--- src/design/acrb_consts.svh ---
// register offsets, field positions and reset values of the converter control bank
`ifndef ACRB_CONSTS_SVH
`define ACRB_CONSTS_SVH

// ********************************
// register offsets
// ********************************
`define ACRB_OFS_IDENT     7'h00
`define ACRB_OFS_GLOBAL    7'h01
`define ACRB_OFS_OVF_STAT  7'h02
`define ACRB_OFS_OVF_MASK  7'h03
`define ACRB_OFS_HPF_DIS   7'h04
`define ACRB_OFS_RSVD_A    7'h05
`define ACRB_OFS_PWR_DOWN  7'h06
`define ACRB_OFS_RSVD_B    7'h07
`define ACRB_OFS_MUTE      7'h08
`define ACRB_OFS_RSVD_C    7'h09
`define ACRB_OFS_SD_TRI    7'h0a

// ********************************
// field positions
// ********************************
`define ACRB_POS_PTR_POINTER_AUTO_INCREMENT  7
`define ACRB_POS_CONTROL_PORT_ENABLE     7
`define ACRB_POS_RATIO     6
`define ACRB_POS_MDIV_HI   5
`define ACRB_POS_MDIV_LO   4
`define ACRB_POS_FMT_HI    3
`define ACRB_POS_FMT_LO    2
`define ACRB_POS_MODE_HI   1
`define ACRB_POS_MODE_LO   0
`define ACRB_POS_ID_HI     7
`define ACRB_POS_ID_LO     4
`define ACRB_POS_BG_PD     5
`define ACRB_POS_OSC_PD    4
`define ACRB_POS_PAIR_HI   3
`define ACRB_POS_PAIR_LO   0

// ********************************
// reset values and writable masks
// ********************************
`define ACRB_RST_GLOBAL    8'h00
`define ACRB_RST_OVF_STAT  8'hff
`define ACRB_RST_OVF_MASK  8'hff
`define ACRB_RST_HPF_DIS   8'h00
`define ACRB_RST_PWR_DOWN  8'h00
`define ACRB_RST_MUTE      8'h00
`define ACRB_RST_SD_TRI    8'h00
`define ACRB_MSK_PWR_DOWN  8'h3f
`define ACRB_MSK_SD_TRI    8'h0f
`define ACRB_RST_PTR       7'h00

`endif

--- src/design/acrb_pkg.sv ---
// types shared by the converter control bank modules
package acrb_pkg;

	// ********************************
	// modes and encodings
	// ********************************
	typedef enum logic [1:0] {
		ACRB_FMT_LEFT_JUST,
		ACRB_FMT_I2S,
		ACRB_FMT_TDM,
		ACRB_FMT_RSVD
	} acrb_fmt_t;

	typedef enum logic [1:0] {
		ACRB_MODE_SINGLE_MASTER,
		ACRB_MODE_DOUBLE_MASTER,
		ACRB_MODE_QUAD_MASTER,
		ACRB_MODE_SLAVE
	} acrb_mode_t;

	typedef enum logic [2:0] {
		ACRB_DIV_1,
		ACRB_DIV_1P5,
		ACRB_DIV_2,
		ACRB_DIV_3,
		ACRB_DIV_4,
		ACRB_DIV_RSVD
	} acrb_div_t;

	// ********************************
	// carriers
	// ********************************
	typedef struct packed {
		logic       map_wr;   // byte is the address pointer
		logic       data_wr;  // byte is register data
		logic       data_rd;  // host fetches one byte
		logic [7:0] wdata;
	} acrb_host_req_t;

	typedef struct packed {
		logic       clock_ratio_select;
		logic [1:0] master_clock_divider;
		logic [1:0] serial_format_select;
		logic [1:0] mode;
	} acrb_strap_t;

	typedef struct packed {
		acrb_fmt_t  fmt;
		acrb_mode_t mode;
		acrb_div_t  div;
		logic       ratio_384;
	} acrb_cfg_t;

endpackage

--- src/design/acrb_regs.sv ---
// control register bank of the eight-channel converter
//
// Operation
// - only offsets 0x00 to 0x0a are functional
// - offset 0x00 reads part id and revision
// - straps rule until control port enable set
// - ratio bit divides master clock by 1.5
// - ratio and divider bits give composite divider
// - format field picks left-justified, i2s, tdm
// - mode field picks speed and master/slave
// - overflow drives status bit and pin low
// - status bit sticky until status read
// - mask bit low keeps channel off pin
// - per-channel high-pass disable, resets enabled
// - disabling high-pass freezes the dc estimate
// - power-down bit 5 stops bandgap
// - power-down bit 4 stops the core clock, not the pair clocks
// - pair power-down stops clocks, zeros data
// - mute bit zeros that channel's samples
// - tristate bits float serial data pins
// - pointer selects register, optional auto-increment
`include "acrb_consts.svh"

module acrb_regs #(
	parameter logic [3:0] PART_ID  = 4'h5, // arbitrary value
	parameter logic [3:0] REVISION = 4'h3  // arbitrary value
) (
	input  wire logic                    ref_clk,     // 200 mhz core clock
	input  wire logic                    rst,         // synchronous reset
	input  wire acrb_pkg::acrb_host_req_t host_req,   // byte strobes from port engine
	output logic      [7:0]              rd_data,     // byte fetched by host
	output logic                         rd_valid,    // rd_data fresh
	input  wire acrb_pkg::acrb_strap_t    strap,      // stand-alone pins
	input  wire logic [7:0]              ovf_event,   // per-channel overflow
	output acrb_pkg::acrb_cfg_t          cfg,         // effective clocking and format
	output logic                         cp_mode,     // registers in charge
	output logic                         overflow_status_pin_o,  // open-drain level, always low
	output logic                         overflow_status_pin_oe, // pulls overflow pin low
	output logic                         bandgap_pd,  // bandgap powered down
	output logic                         core_clk_en, // internal clock allowed
	output logic      [3:0]              pair_clk_en, // clocks per channel pair
	output logic      [7:0]              chan_zero,   // force channel samples to zero
	output logic      [7:0]              hpf_freeze,  // hold dc offset estimate
	output logic      [3:0]              serial_data_output_oe     // serial data pin driven
);
	import acrb_pkg::*;

	// ********************************
	// storage
	// ********************************
	logic [6:0]  ptr;
	logic        ptr_pointer_auto_increment;
	logic [7:0]  global_control;
	logic [7:0]  overflow_mask;
	logic [7:0]  highpass_disable;
	logic [7:0]  power_down;
	logic [7:0]  channel_mute;
	logic [7:0]  serial_output_tristate;
	logic [7:0]  overflow_status;
	logic [7:0]  next_rd_data;
	logic        wr_hit;
	logic        rd_hit;
	logic        stat_clear;
	acrb_strap_t strap_sync;
	acrb_strap_t cfg_src;
	acrb_cfg_t   next_cfg;
	logic        control_port_enable;

	// ********************************
	// host strobes
	// ********************************
	// pointer load takes priority over any data strobe in the same cycle
	assign wr_hit = host_req.data_wr & ~host_req.map_wr;
	assign rd_hit = host_req.data_rd & ~host_req.map_wr & ~host_req.data_wr;
	assign control_port_enable  = global_control[`ACRB_POS_CONTROL_PORT_ENABLE];

	// address pointer with optional advance after each data byte
	always_ff @(posedge ref_clk) begin
		if (rst) begin
			ptr      <= `ACRB_RST_PTR;
			ptr_pointer_auto_increment <= 1'b0;
		end else if (host_req.map_wr) begin
			ptr      <= host_req.wdata[6:0];
			ptr_pointer_auto_increment <= host_req.wdata[`ACRB_POS_PTR_POINTER_AUTO_INCREMENT];
		end else if ((wr_hit | rd_hit) && ptr_pointer_auto_increment) begin
			ptr <= ptr + 7'h01;
		end
	end

	// ********************************
	// writable registers
	// ********************************
	// global control, only this one decides who owns the config
	always_ff @(posedge ref_clk) begin
		if (rst) begin
			global_control <= `ACRB_RST_GLOBAL;
		end else if (wr_hit && ptr == `ACRB_OFS_GLOBAL) begin
			global_control <= host_req.wdata;
		end
	end

	// overflow mask
	always_ff @(posedge ref_clk) begin
		if (rst) begin
			overflow_mask <= `ACRB_RST_OVF_MASK;
		end else if (wr_hit && ptr == `ACRB_OFS_OVF_MASK) begin
			overflow_mask <= host_req.wdata;
		end
	end

	// high-pass disable, bit n-1 for channel n
	always_ff @(posedge ref_clk) begin
		if (rst) begin
			highpass_disable <= `ACRB_RST_HPF_DIS;
		end else if (wr_hit && ptr == `ACRB_OFS_HPF_DIS) begin
			highpass_disable <= host_req.wdata;
		end
	end

	// power down, top two bits never stored
	always_ff @(posedge ref_clk) begin
		if (rst) begin
			power_down <= `ACRB_RST_PWR_DOWN;
		end else if (wr_hit && ptr == `ACRB_OFS_PWR_DOWN) begin
			power_down <= host_req.wdata & `ACRB_MSK_PWR_DOWN;
		end
	end

	// channel mute
	always_ff @(posedge ref_clk) begin
		if (rst) begin
			channel_mute <= `ACRB_RST_MUTE;
		end else if (wr_hit && ptr == `ACRB_OFS_MUTE) begin
			channel_mute <= host_req.wdata;
		end
	end

	// serial output tristate, upper nibble never stored
	always_ff @(posedge ref_clk) begin
		if (rst) begin
			serial_output_tristate <= `ACRB_RST_SD_TRI;
		end else if (wr_hit && ptr == `ACRB_OFS_SD_TRI) begin
			serial_output_tristate <= host_req.wdata & `ACRB_MSK_SD_TRI;
		end
	end

	// ********************************
	// overflow status
	// ********************************
	// the read that returns the status also clears it
	assign stat_clear = rd_hit && (ptr == `ACRB_OFS_OVF_STAT);

	// one sticky cell per channel
	for (genvar ch = 0; ch < 8; ch++) begin : g_ovf
		acrb_ovf_flag u_flag (
			.ref_clk (ref_clk),
			.rst     (rst),
			.event_i (ovf_event[ch]),
			.clear   (stat_clear),
			.flag_n  (overflow_status[ch])
		);
	end

	// open-drain pin, driven low while any unmasked flag is held
	always_ff @(posedge ref_clk) begin
		if (rst) begin
			overflow_status_pin_o  <= 1'b0;
			overflow_status_pin_oe <= 1'b0;
		end else begin
			overflow_status_pin_o  <= 1'b0;
			overflow_status_pin_oe <= |(~overflow_status & overflow_mask);
		end
	end

	// ********************************
	// read path
	// ********************************
	// reserved and unmapped offsets fall through to zero
	always_comb begin
		next_rd_data = 8'h00;
		if (ptr == `ACRB_OFS_IDENT) begin
			next_rd_data = {PART_ID, REVISION};
		end else if (ptr == `ACRB_OFS_GLOBAL) begin
			next_rd_data = global_control;
		end else if (ptr == `ACRB_OFS_OVF_STAT) begin
			next_rd_data = overflow_status;
		end else if (ptr == `ACRB_OFS_OVF_MASK) begin
			next_rd_data = overflow_mask;
		end else if (ptr == `ACRB_OFS_HPF_DIS) begin
			next_rd_data = highpass_disable;
		end else if (ptr == `ACRB_OFS_PWR_DOWN) begin
			next_rd_data = power_down;
		end else if (ptr == `ACRB_OFS_MUTE) begin
			next_rd_data = channel_mute;
		end else if (ptr == `ACRB_OFS_SD_TRI) begin
			next_rd_data = serial_output_tristate;
		end else if (ptr > `ACRB_OFS_SD_TRI) begin
			next_rd_data = 8'h00;
		end
	end

	// read data registered, valid one cycle after the strobe
	always_ff @(posedge ref_clk) begin
		if (rst) begin
			rd_data  <= 8'h00;
			rd_valid <= 1'b0;
		end else begin
			rd_valid <= rd_hit;
			if (rd_hit) begin
				rd_data <= next_rd_data;
			end
		end
	end

	// ********************************
	// configuration source
	// ********************************
	// pins are synchronised even while ignored, so handover is glitch free
	acrb_pin_sync #(
		.W ($bits(acrb_strap_t))
	) u_strap_sync (
		.ref_clk (ref_clk),
		.rst     (rst),
		.pin     (strap),
		.q       (strap_sync)
	);

	// pick straps or register fields
	always_comb begin
		if (control_port_enable) begin
			cfg_src.clock_ratio_select   = global_control[`ACRB_POS_RATIO];
			cfg_src.master_clock_divider =
				global_control[`ACRB_POS_MDIV_HI:`ACRB_POS_MDIV_LO];
			cfg_src.serial_format_select =
				global_control[`ACRB_POS_FMT_HI:`ACRB_POS_FMT_LO];
			cfg_src.mode = global_control[`ACRB_POS_MODE_HI:`ACRB_POS_MODE_LO];
		end else begin
			cfg_src = strap_sync;
		end
	end

	// decode the composite divider and the modes
	always_comb begin
		next_cfg.fmt       = acrb_fmt_t'(cfg_src.serial_format_select);
		next_cfg.mode      = acrb_mode_t'(cfg_src.mode);
		next_cfg.ratio_384 = cfg_src.clock_ratio_select;
		case ({cfg_src.clock_ratio_select, cfg_src.master_clock_divider})
			3'b000: begin
				next_cfg.div = ACRB_DIV_1;
			end
			3'b100: begin
				next_cfg.div = ACRB_DIV_1P5;
			end
			3'b001, 3'b010: begin
				next_cfg.div = ACRB_DIV_2;
			end
			3'b101, 3'b110: begin
				next_cfg.div = ACRB_DIV_3;
			end
			3'b011: begin
				next_cfg.div = ACRB_DIV_4;
			end
			default: begin
				next_cfg.div = ACRB_DIV_RSVD;
			end
		endcase
	end

	// effective config registered
	always_ff @(posedge ref_clk) begin
		if (rst) begin
			cfg     <= '0;
			cp_mode <= 1'b0;
		end else begin
			cfg     <= next_cfg;
			cp_mode <= control_port_enable;
		end
	end

	// ********************************
	// power, mute, filter and pin controls
	// ********************************
	// stand-alone mode keeps everything powered, unmuted and filtering
	always_ff @(posedge ref_clk) begin
		if (rst) begin
			bandgap_pd  <= 1'b0;
			core_clk_en <= 1'b1;
			pair_clk_en <= 4'hf;
		end else if (control_port_enable) begin
			bandgap_pd  <= power_down[`ACRB_POS_BG_PD];
			core_clk_en <= ~power_down[`ACRB_POS_OSC_PD];
			pair_clk_en <= ~power_down[`ACRB_POS_PAIR_HI:`ACRB_POS_PAIR_LO];
		end else begin
			bandgap_pd  <= 1'b0;
			core_clk_en <= 1'b1;
			pair_clk_en <= 4'hf;
		end
	end

	// a powered-down pair zeros both of its channels as well
	always_ff @(posedge ref_clk) begin
		if (rst) begin
			chan_zero <= 8'h00;
		end else if (control_port_enable) begin
			for (int ch = 0; ch < 8; ch++) begin
				chan_zero[ch] <= channel_mute[ch] | power_down[ch/2];
			end
		end else begin
			chan_zero <= 8'h00;
		end
	end

	// freezing holds the estimate, the filter keeps subtracting it downstream
	always_ff @(posedge ref_clk) begin
		if (rst) begin
			hpf_freeze <= 8'h00;
		end else if (control_port_enable) begin
			hpf_freeze <= highpass_disable;
		end else begin
			hpf_freeze <= 8'h00;
		end
	end

	// tristate bit set floats the matching pin
	always_ff @(posedge ref_clk) begin
		if (rst) begin
			serial_data_output_oe <= 4'hf;
		end else if (control_port_enable) begin
			serial_data_output_oe <= ~serial_output_tristate[3:0];
		end else begin
			serial_data_output_oe <= 4'hf;
		end
	end
endmodule

--- src/design/acrb_pin_sync.sv ---
// three-stage pin synchroniser, output follows once stages two and three agree
module acrb_pin_sync #(
	parameter int W = 1
) (
	input  wire logic         ref_clk, // core clock
	input  wire logic         rst,     // synchronous reset
	input  wire logic [W-1:0] pin,     // asynchronous pin level
	output logic      [W-1:0] q        // settled level
);
	logic [W-1:0] s1;
	logic [W-1:0] s2;
	logic [W-1:0] s3;

	// s1 feeds only s2 to keep metastability out of the compare
	always_ff @(posedge ref_clk) begin
		if (rst) begin
			s1 <= '0;
			s2 <= '0;
			s3 <= '0;
		end else begin
			s1 <= pin;
			s2 <= s1;
			s3 <= s2;
		end
	end

	// bitwise agreement filter
	always_ff @(posedge ref_clk) begin
		if (rst) begin
			q <= '0;
		end else begin
			for (int i = 0; i < W; i++) begin
				if (s2[i] == s3[i]) begin
					q[i] <= s3[i];
				end
			end
		end
	end
endmodule

--- src/design/acrb_ovf_flag.sv ---
// one sticky active-low overflow flag, cleared by a read of the status register
module acrb_ovf_flag (
	input  wire logic ref_clk, // core clock
	input  wire logic rst,     // synchronous reset
	input  wire logic event_i, // overflow seen this cycle
	input  wire logic clear,   // status register read
	output logic      flag_n   // low while overflow held
);
	// a new event beats a clear in the same cycle so nothing is lost
	always_ff @(posedge ref_clk) begin
		if (rst) begin
			flag_n <= 1'b1;
		end else if (event_i) begin
			flag_n <= 1'b0;
		end else if (clear) begin
			flag_n <= 1'b1;
		end
	end
endmodule

--- config.mk ---
export PLATFORM = sky130hd
export DESIGN_NAME = acrb_regs
export DESIGN_NICKNAME = d
export VERILOG_FILES = /design/src/design/acrb_pkg.sv /design/src/design/acrb_regs.sv /design/src/design/acrb_pin_sync.sv /design/src/design/acrb_ovf_flag.sv
export VERILOG_INCLUDE_DIRS = /design/src /design/src/design
export SDC_FILE = /design/constraint.sdc
export NUM_CORES = 1
export LEC_CHECK = 0
export BUFFER_PORTS_ARGS = -buffer_cell sky130_fd_sc_hd__clkbuf_2
export CAP_MARGIN = 20
export CORE_ASPECT_RATIO = 0.9
export CORE_MARGIN = 1.5
export CORE_UTILIZATION = 56
export CTS_CLUSTER_DIAMETER = 200
export DETAILED_ROUTE_END_ITERATION = 8
export PLACE_DENSITY = 0.88
export SKIP_LAST_GASP = 1
export SYNTH_ARGS = -nofsm -noshare
export SYNTH_HDL_FRONTEND = slang
export SYNTH_HIERARCHICAL = 1
export SYNTH_SLANG_ARGS = --single-unit
--- constraint.sdc ---
create_clock -name ref_clk -period 4.6 [get_ports ref_clk]
set_input_delay 1.38 -clock ref_clk [delete_from_list [all_inputs] [get_ports ref_clk]]
set_output_delay 1.38 -clock ref_clk [all_outputs]
set_load 0.01 [all_outputs]
## Yosys cells after proc, flatten, opt, wreduce, memory -nomap -nowiden

Cells that the tools add are included.

| operators by class | value |
|---|---|
| muxes and demuxes | 21 |
| reductions and logical operators | 23 |
| equality and inequality tests | 20 |
| bitwise operators | 20 |
| add/subtract/negate cells | 1 |

Operators by type and width:

| cell | number |
|---|---|
| $mux 8 | 7 |
| $mux 7 | 3 |
| $reduce_bool 2->1 | 9 |
| $pmux 3 s5 | 1 |
| $eq 7x2->1 const B | 2 |
| $eq 7x3->1 const B | 2 |
| $eq 7x4->1 const B | 2 |
| $eq 3x3->1 const B | 3 |
| $mux 1 | 9 |
| $or 1x1->1 | 9 |
| $and 8x8->8 | 1 |
| $logic_and 1x1->1 | 8 |
| $not 4->4 | 2 |
| $not 8->8 | 1 |
| $reduce_or 8->1 | 1 |
| $add 7x1->7 const B | 1 |
| $eq 1x1->1 | 7 |
| $eq 7x1->1 const B | 1 |
| $logic_not 7->1 | 1 |
| $eq 3x2->1 const B | 2 |
| $reduce_or 2->1 | 3 |
| $mux 4 | 1 |
| $not 1->1 | 4 |
| $and 1x1->1 | 3 |
| other kinds (2) | 2 |

| storage, ports and cells | value |
|---|---|
| output and inout bits | 46 |
| logic and storage cells | 125 |
| bits in registers | 131 |
| input bits | 28 |

## Depth between registers and ports, before layout

| logic depth | value |
|---|---|
| word-level depth | 9 |
| mapped depth | 9 |
| depth with buffers taken out | 7 |

## Hierarchy

The synthesis kept the hierarchy.

By module, submodules not included:

| module | times used | cells an instance | seq. area each (µm²) | area each (µm²) |
|---|---|---|---|---|
| acrb_regs | 1 | 435 | 1881.8 | 3963.8 |
| acrb_pin_sync | 1 | 73 | 560.5 | 913.4 |
| acrb_ovf_flag | 8 | 3 | 20.0 | 35.0 |

## Worst setup path before layout

Ideal clock, no wire load.

| path | value |
|---|---|
| path kind | input port to flip-flop |
| from | input host_req[10] (netlist bit) |
| to | register rd_data[6] |
| stages on the path | 7 |
| required time | 4468 ps |
| arrival | 2617 ps |
| setup slack | 1852 ps |
| library setup time | 132 ps |
| path buffers | 2 |
| cells stage by stage | clkbuf_1 or3b_1 clkbuf_1 a31oi_1 o211a_1 o31a_1 nor4_2 |

| on the way | value |
|---|---|
| longest elaborated chain between the ends | 3 |

RTL lines:

| what | line | RTL |
|---|---|---|
| start, declared | acrb_regs.sv:30 | `input wire acrb_pkg::acrb_host_req_t host_req,` |
| $not 1->1 | acrb_regs.sv:74 | `assign rd_hit = host_req.data_rd & ~host_req.map_wr & ~host_req.data_wr;` |
| $and 1x1->1 (2 in a row) | acrb_regs.sv:74 |  |
| end signal, assigned | acrb_regs.sv:210 | `rd_data <= next_rd_data;` |
| end, declared | acrb_regs.sv:31 | `output logic [7:0] rd_data,` |

No other way between the ends.
A chain may end at the register's enable or synchronous reset.

## Worst setup path after layout

| path | value |
|---|---|
| from | register ptr[0] |
| to | register rd_data[0] |

| on the way | value |
|---|---|
| longest elaborated chain between the ends | 9 |
| elaborated cells between the ends (all ways) | 16 |
| classes of those cells | eq/ne (7); mux (8); reduce/logical (1) |

RTL lines:

| what | line | RTL |
|---|---|---|
| start, declared | acrb_regs.sv:51 | `logic [6:0] ptr;` |
| start signal, assigned | acrb_regs.sv:80 | `` ptr <= `ACRB_RST_PTR; `` |
| start signal, assigned | acrb_regs.sv:83 | `ptr <= host_req.wdata[6:0];` |
| start signal, assigned | acrb_regs.sv:86 | `ptr <= ptr + 7'h01;` |
| $eq 7x4->1 (no source line) | - |  |
| $mux 4 | acrb_regs.sv:195 | `` end else if (ptr == `ACRB_OFS_SD_TRI) begin `` |
| $mux 8 | acrb_regs.sv:193 | `` end else if (ptr == `ACRB_OFS_MUTE) begin `` |
| $mux 8 | acrb_regs.sv:191 | `` end else if (ptr == `ACRB_OFS_PWR_DOWN) begin `` |
| $mux 8 | acrb_regs.sv:189 | `` end else if (ptr == `ACRB_OFS_HPF_DIS) begin `` |
| $mux 8 | acrb_regs.sv:187 | `` end else if (ptr == `ACRB_OFS_OVF_MASK) begin `` |
| $mux 8 | acrb_regs.sv:185 | `` end else if (ptr == `ACRB_OFS_OVF_STAT) begin `` |
| $mux 8 | acrb_regs.sv:183 | `` end else if (ptr == `ACRB_OFS_GLOBAL) begin `` |
| $mux 8 * | acrb_regs.sv:181 | `` if (ptr == `ACRB_OFS_IDENT) begin `` |

Every way passes the cells marked *; elsewhere a longest branch is shown, timed or not.

==> metrics.md <==
| Metric | Value |
|---|---|
| Hold Vio Cnt, Final | 0 |
| Cell count after synthesis | 532 |
| Smallest setup slack after layout | 2.04 ns |
| Width of the chip | 104 µm |
| Insertion delay of the later-clocked pin in the worst-skew pair | 0.51 ns |
| Pin count of the biggest net entering global routing | 87 |
| Hold Crit Class | register to register |
| RSZ-0062 raised after global routing | no |
| Die boundary height | 94.0 µm |
| # IOs | 74 |
| Critical path data arrival time | 2.98 ns |
| Ys Warns | 6 |
| Floorplan core area | 0.00904 mm² |
| Hold depth | 1 |
| Crit Path Category | register to register |
| Worst Setup End Kind | register |
| Final Max Tran Viols | 0 |
| Post-Synthesis Cell Area | 0.00516 mm² |
| CP max FO | 14 |
| DRC viols | 0 |
| Number of vias in the routed layout | 4,077 |
| Number of enable flip-flop cells after synthesis | 0 |
| Startpoint Class | register |
| Area growth from synthesis to final layout | 16.5% |
| Setup violation total in the final timing report | 0 |
| Initial antenna violation count | 0 |
| Synth Register Bits | 130 |
| Net Count, Synth | 565 |
| Clock edge transition at the registers on the reported setup and hold paths | 0.06 ns |
| Pleak | 2.45 nW |
| Routability Congestion | 0.909 |
| Total CTS buffers | 17 |
| Clock sink total | 130 |
| Number of standard-cell rows in the floorplan | 33 |
| Non-Filler Instances | 726 |
| CTS Root Cell | sky130_fd_sc_hd__clkbuf_8 |
| Top library cells by usage in the layout, fill and taps aside | sky130_fd_sc_hd__dfxtp_1 (130), sky130_fd_sc_hd__clkbuf_2 (71), sky130_fd_sc_hd__nor2_1 (65) |
| First-pass iteration count of the detailed router | 5 |
| Wirelength, routed | 11,800 µm |
| Most frequent standard cell in the layout excluding fill and tap cells | sky130_fd_sc_hd__dfxtp_1 |
| GRT Util Overall | 25.1% |
| Minimum clock period | 2.56 ns |
| CTS H-tree depth | 4 |
| Worst IR Drop VDD | 323 µV |
| Initial detailed-routing violation count | 271 |
| DR WL/cell | 16.2 µm |
| CTS Hold Bufs | 0 |
| First-pass GRT wire length | 18,800 µm |
| Sum of negative setup slack | 0 ns |
| Worst Max-Slew Pin Slew | 0.955 ns |
| Async set-reset flop share out of synthesis | 0% |
| Postcts setup bufs | 0 |
| Sequential-to-total area share from yosys stat | 50.5% |
| Worst slack on hold paths | 0.406 ns |
| Dominant synthesized flop cell | sky130_fd_sc_hd__dfxtp_1 |
| Total Nets Final | 627 |
| End of the worst register-to-register path | rd_data[0] |
| Port bufs | 72 |
| Number of maximum-capacitance constraint violations | 0 |
| Reg2Reg Launch Point | ptr[0] |
| GRT Residual Overflow | 0 |
| Total Die Area | 0.00980 mm² |
| Highest Clock Rate | 390 MHz |
| Ratio of cells with drive above 1 in the final layout | 23.3% |
| # placed instances | 697 |
| Via count of the first global-routing pass | 3,755 |
| Starting utilization of the core area | 57.0% |
| Library cells used by synthesis | 63 |
| Antenna violation net count after detailed routing | 0 |
| Slew Limit Headroom | 36.3% |
| Fillers | 726 |
| Worst Clk Skew | 0.00740 ns |
| Final critical-path share of the clock period | 55.8% |
| Critical path required time | 5.02 ns |
| Power density relative to cell area | 408 mW/mm² |
| Deepest clock path buffer count | 2 |
| Detailed Place HPWL | 8250 µm |
| Result of the run | finished clean |
| Worst setup timing slack at the placement stage | 1.59 ns |
| Mean instance size in the synthesized netlist | 9.69 µm² |
| Post-CTS sizing | 0 |
| Cells on worst reg2reg path | 7 |
| Number of vias per cell | 5.62 |
| Diodes inserted | 0 |
| Worst setup path startpoint | ptr[0] |
| End point of the critical path | rd_data[0] |
| FF-to-FF setup slack | 2.04 ns |
| TritonCTS clock tree | done |
## registers in the layout, summed over array words and instances (netlist names), 8 cells and up
signal and count:
global_control 8, rd_data 8, channel_mute 8, highpass_disable 8, overflow_mask 8, g_ovf.u_flag/flag_n 8
chan_zero 8, hpf_freeze 8
## logic make-up after synthesis
group	synth area share (%)
and+or+nand+nor	18.9
DFF	50.5
other	0.0727
xor gates and xnor gates	1.02
AOI/OAI and AO/OA	17.5
adders and majority gates	1.21
muxes	5.68
buffers and inverters	5.12
## per-layer routing
layer / GRT usage, % / up-vias / part of all wire, % / wire length [µm]
li1: - / 1966 / - / -
met1: 31.4 / 1881 / 43 / 5100
met2: 40.6 / 201 / 47 / 5500
met3: 6.73 / 29 / 7.2 / 841
met4: 11.5 / 0 / 2.7 / 317
met5: 0 / - / 0 / 0
## synthesized netlist by cell type, types with 9 or more instances
cell type | count | share of area [%]
sky130_fd_sc_hd__a21oi_1 | 25 | 2.4
sky130_fd_sc_hd__clkbuf_1 | 17 | 1.2
sky130_fd_sc_hd__mux2i_1 | 27 | 5.2
sky130_fd_sc_hd__nor2b_1 | 11 | 1.3
sky130_fd_sc_hd__o21a_1 | 9 | 1.3
sky130_fd_sc_hd__o21ai_0 | 16 | 1.6
sky130_fd_sc_hd__inv_1 | 21 | 1.5
sky130_fd_sc_hd__nor2b_2 | 9 | 1.5
sky130_fd_sc_hd__nand3_1 | 18 | 1.7
sky130_fd_sc_hd__and2_1 | 12 | 1.5
sky130_fd_sc_hd__nor2_1 | 65 | 4.7
sky130_fd_sc_hd__nand2_1 | 44 | 3.2
sky130_fd_sc_hd__dfxtp_1 | 130 | 50
## power by group
group / switching [mW] / internal (mW) / total [mW]
Sequential: 0.0204 / 1.15 / 1.17
Clock: 0.462 / 0.664 / 1.13
Combinational: 0.100 / 0.0577 / 0.158
Total: 0.582 / 1.87 / 2.45
## layout make-up
cell class	instances	area [µm²]	share of cell area, %
sequential	130	2600	43.3
multi-input combinational	349	2290	38.1
clock buffer	20	435	7.25
timing repair buffer	75	385	6.41
tap	122	153	2.54
inverter	21	78.8	1.31
clock inverter	9	62.6	1.04
## per-stage QoR
stage	utilization, %	instance area, µm²	power (mW)
final	66.4	6010	2.45
after global routing	66.4	6010	2.54
after CTS	66.4	6010	2.46
after detailed placement	60.9	5510	1.35
after global placement	60.9	5510	1.34
after floorplan	-	5160	1.30
## how the worst min path moves through the flow
stage                         startpoint                  endpoint  slack (ns)
6_report       serial_output_tristate[0]  serial_data_output_oe[0]        0.41
5_1_grt        serial_output_tristate[0]  serial_data_output_oe[0]        0.42
4_1_cts        serial_output_tristate[0]  serial_data_output_oe[0]        0.40
3_5_place_dp   serial_output_tristate[0]  serial_data_output_oe[0]        0.39
3_3_place_gp   serial_output_tristate[0]  serial_data_output_oe[0]        0.39
2_1_floorplan  serial_output_tristate[2]  serial_data_output_oe[2]        0.37
## critical path: stages, from the launching register on
cell and delay (ns):
sky130_fd_sc_hd__dfxtp_1 0.35, sky130_fd_sc_hd__inv_1 0.13, sky130_fd_sc_hd__ha_1 0.47, sky130_fd_sc_hd__inv_1 0.23, sky130_fd_sc_hd__nor3b_2 0.68, sky130_fd_sc_hd__a221o_1 0.26, sky130_fd_sc_hd__a21oi_1 0.06, sky130_fd_sc_hd__o32ai_1 0.29
No activity file was read; power rests on OpenSTA's default activity.
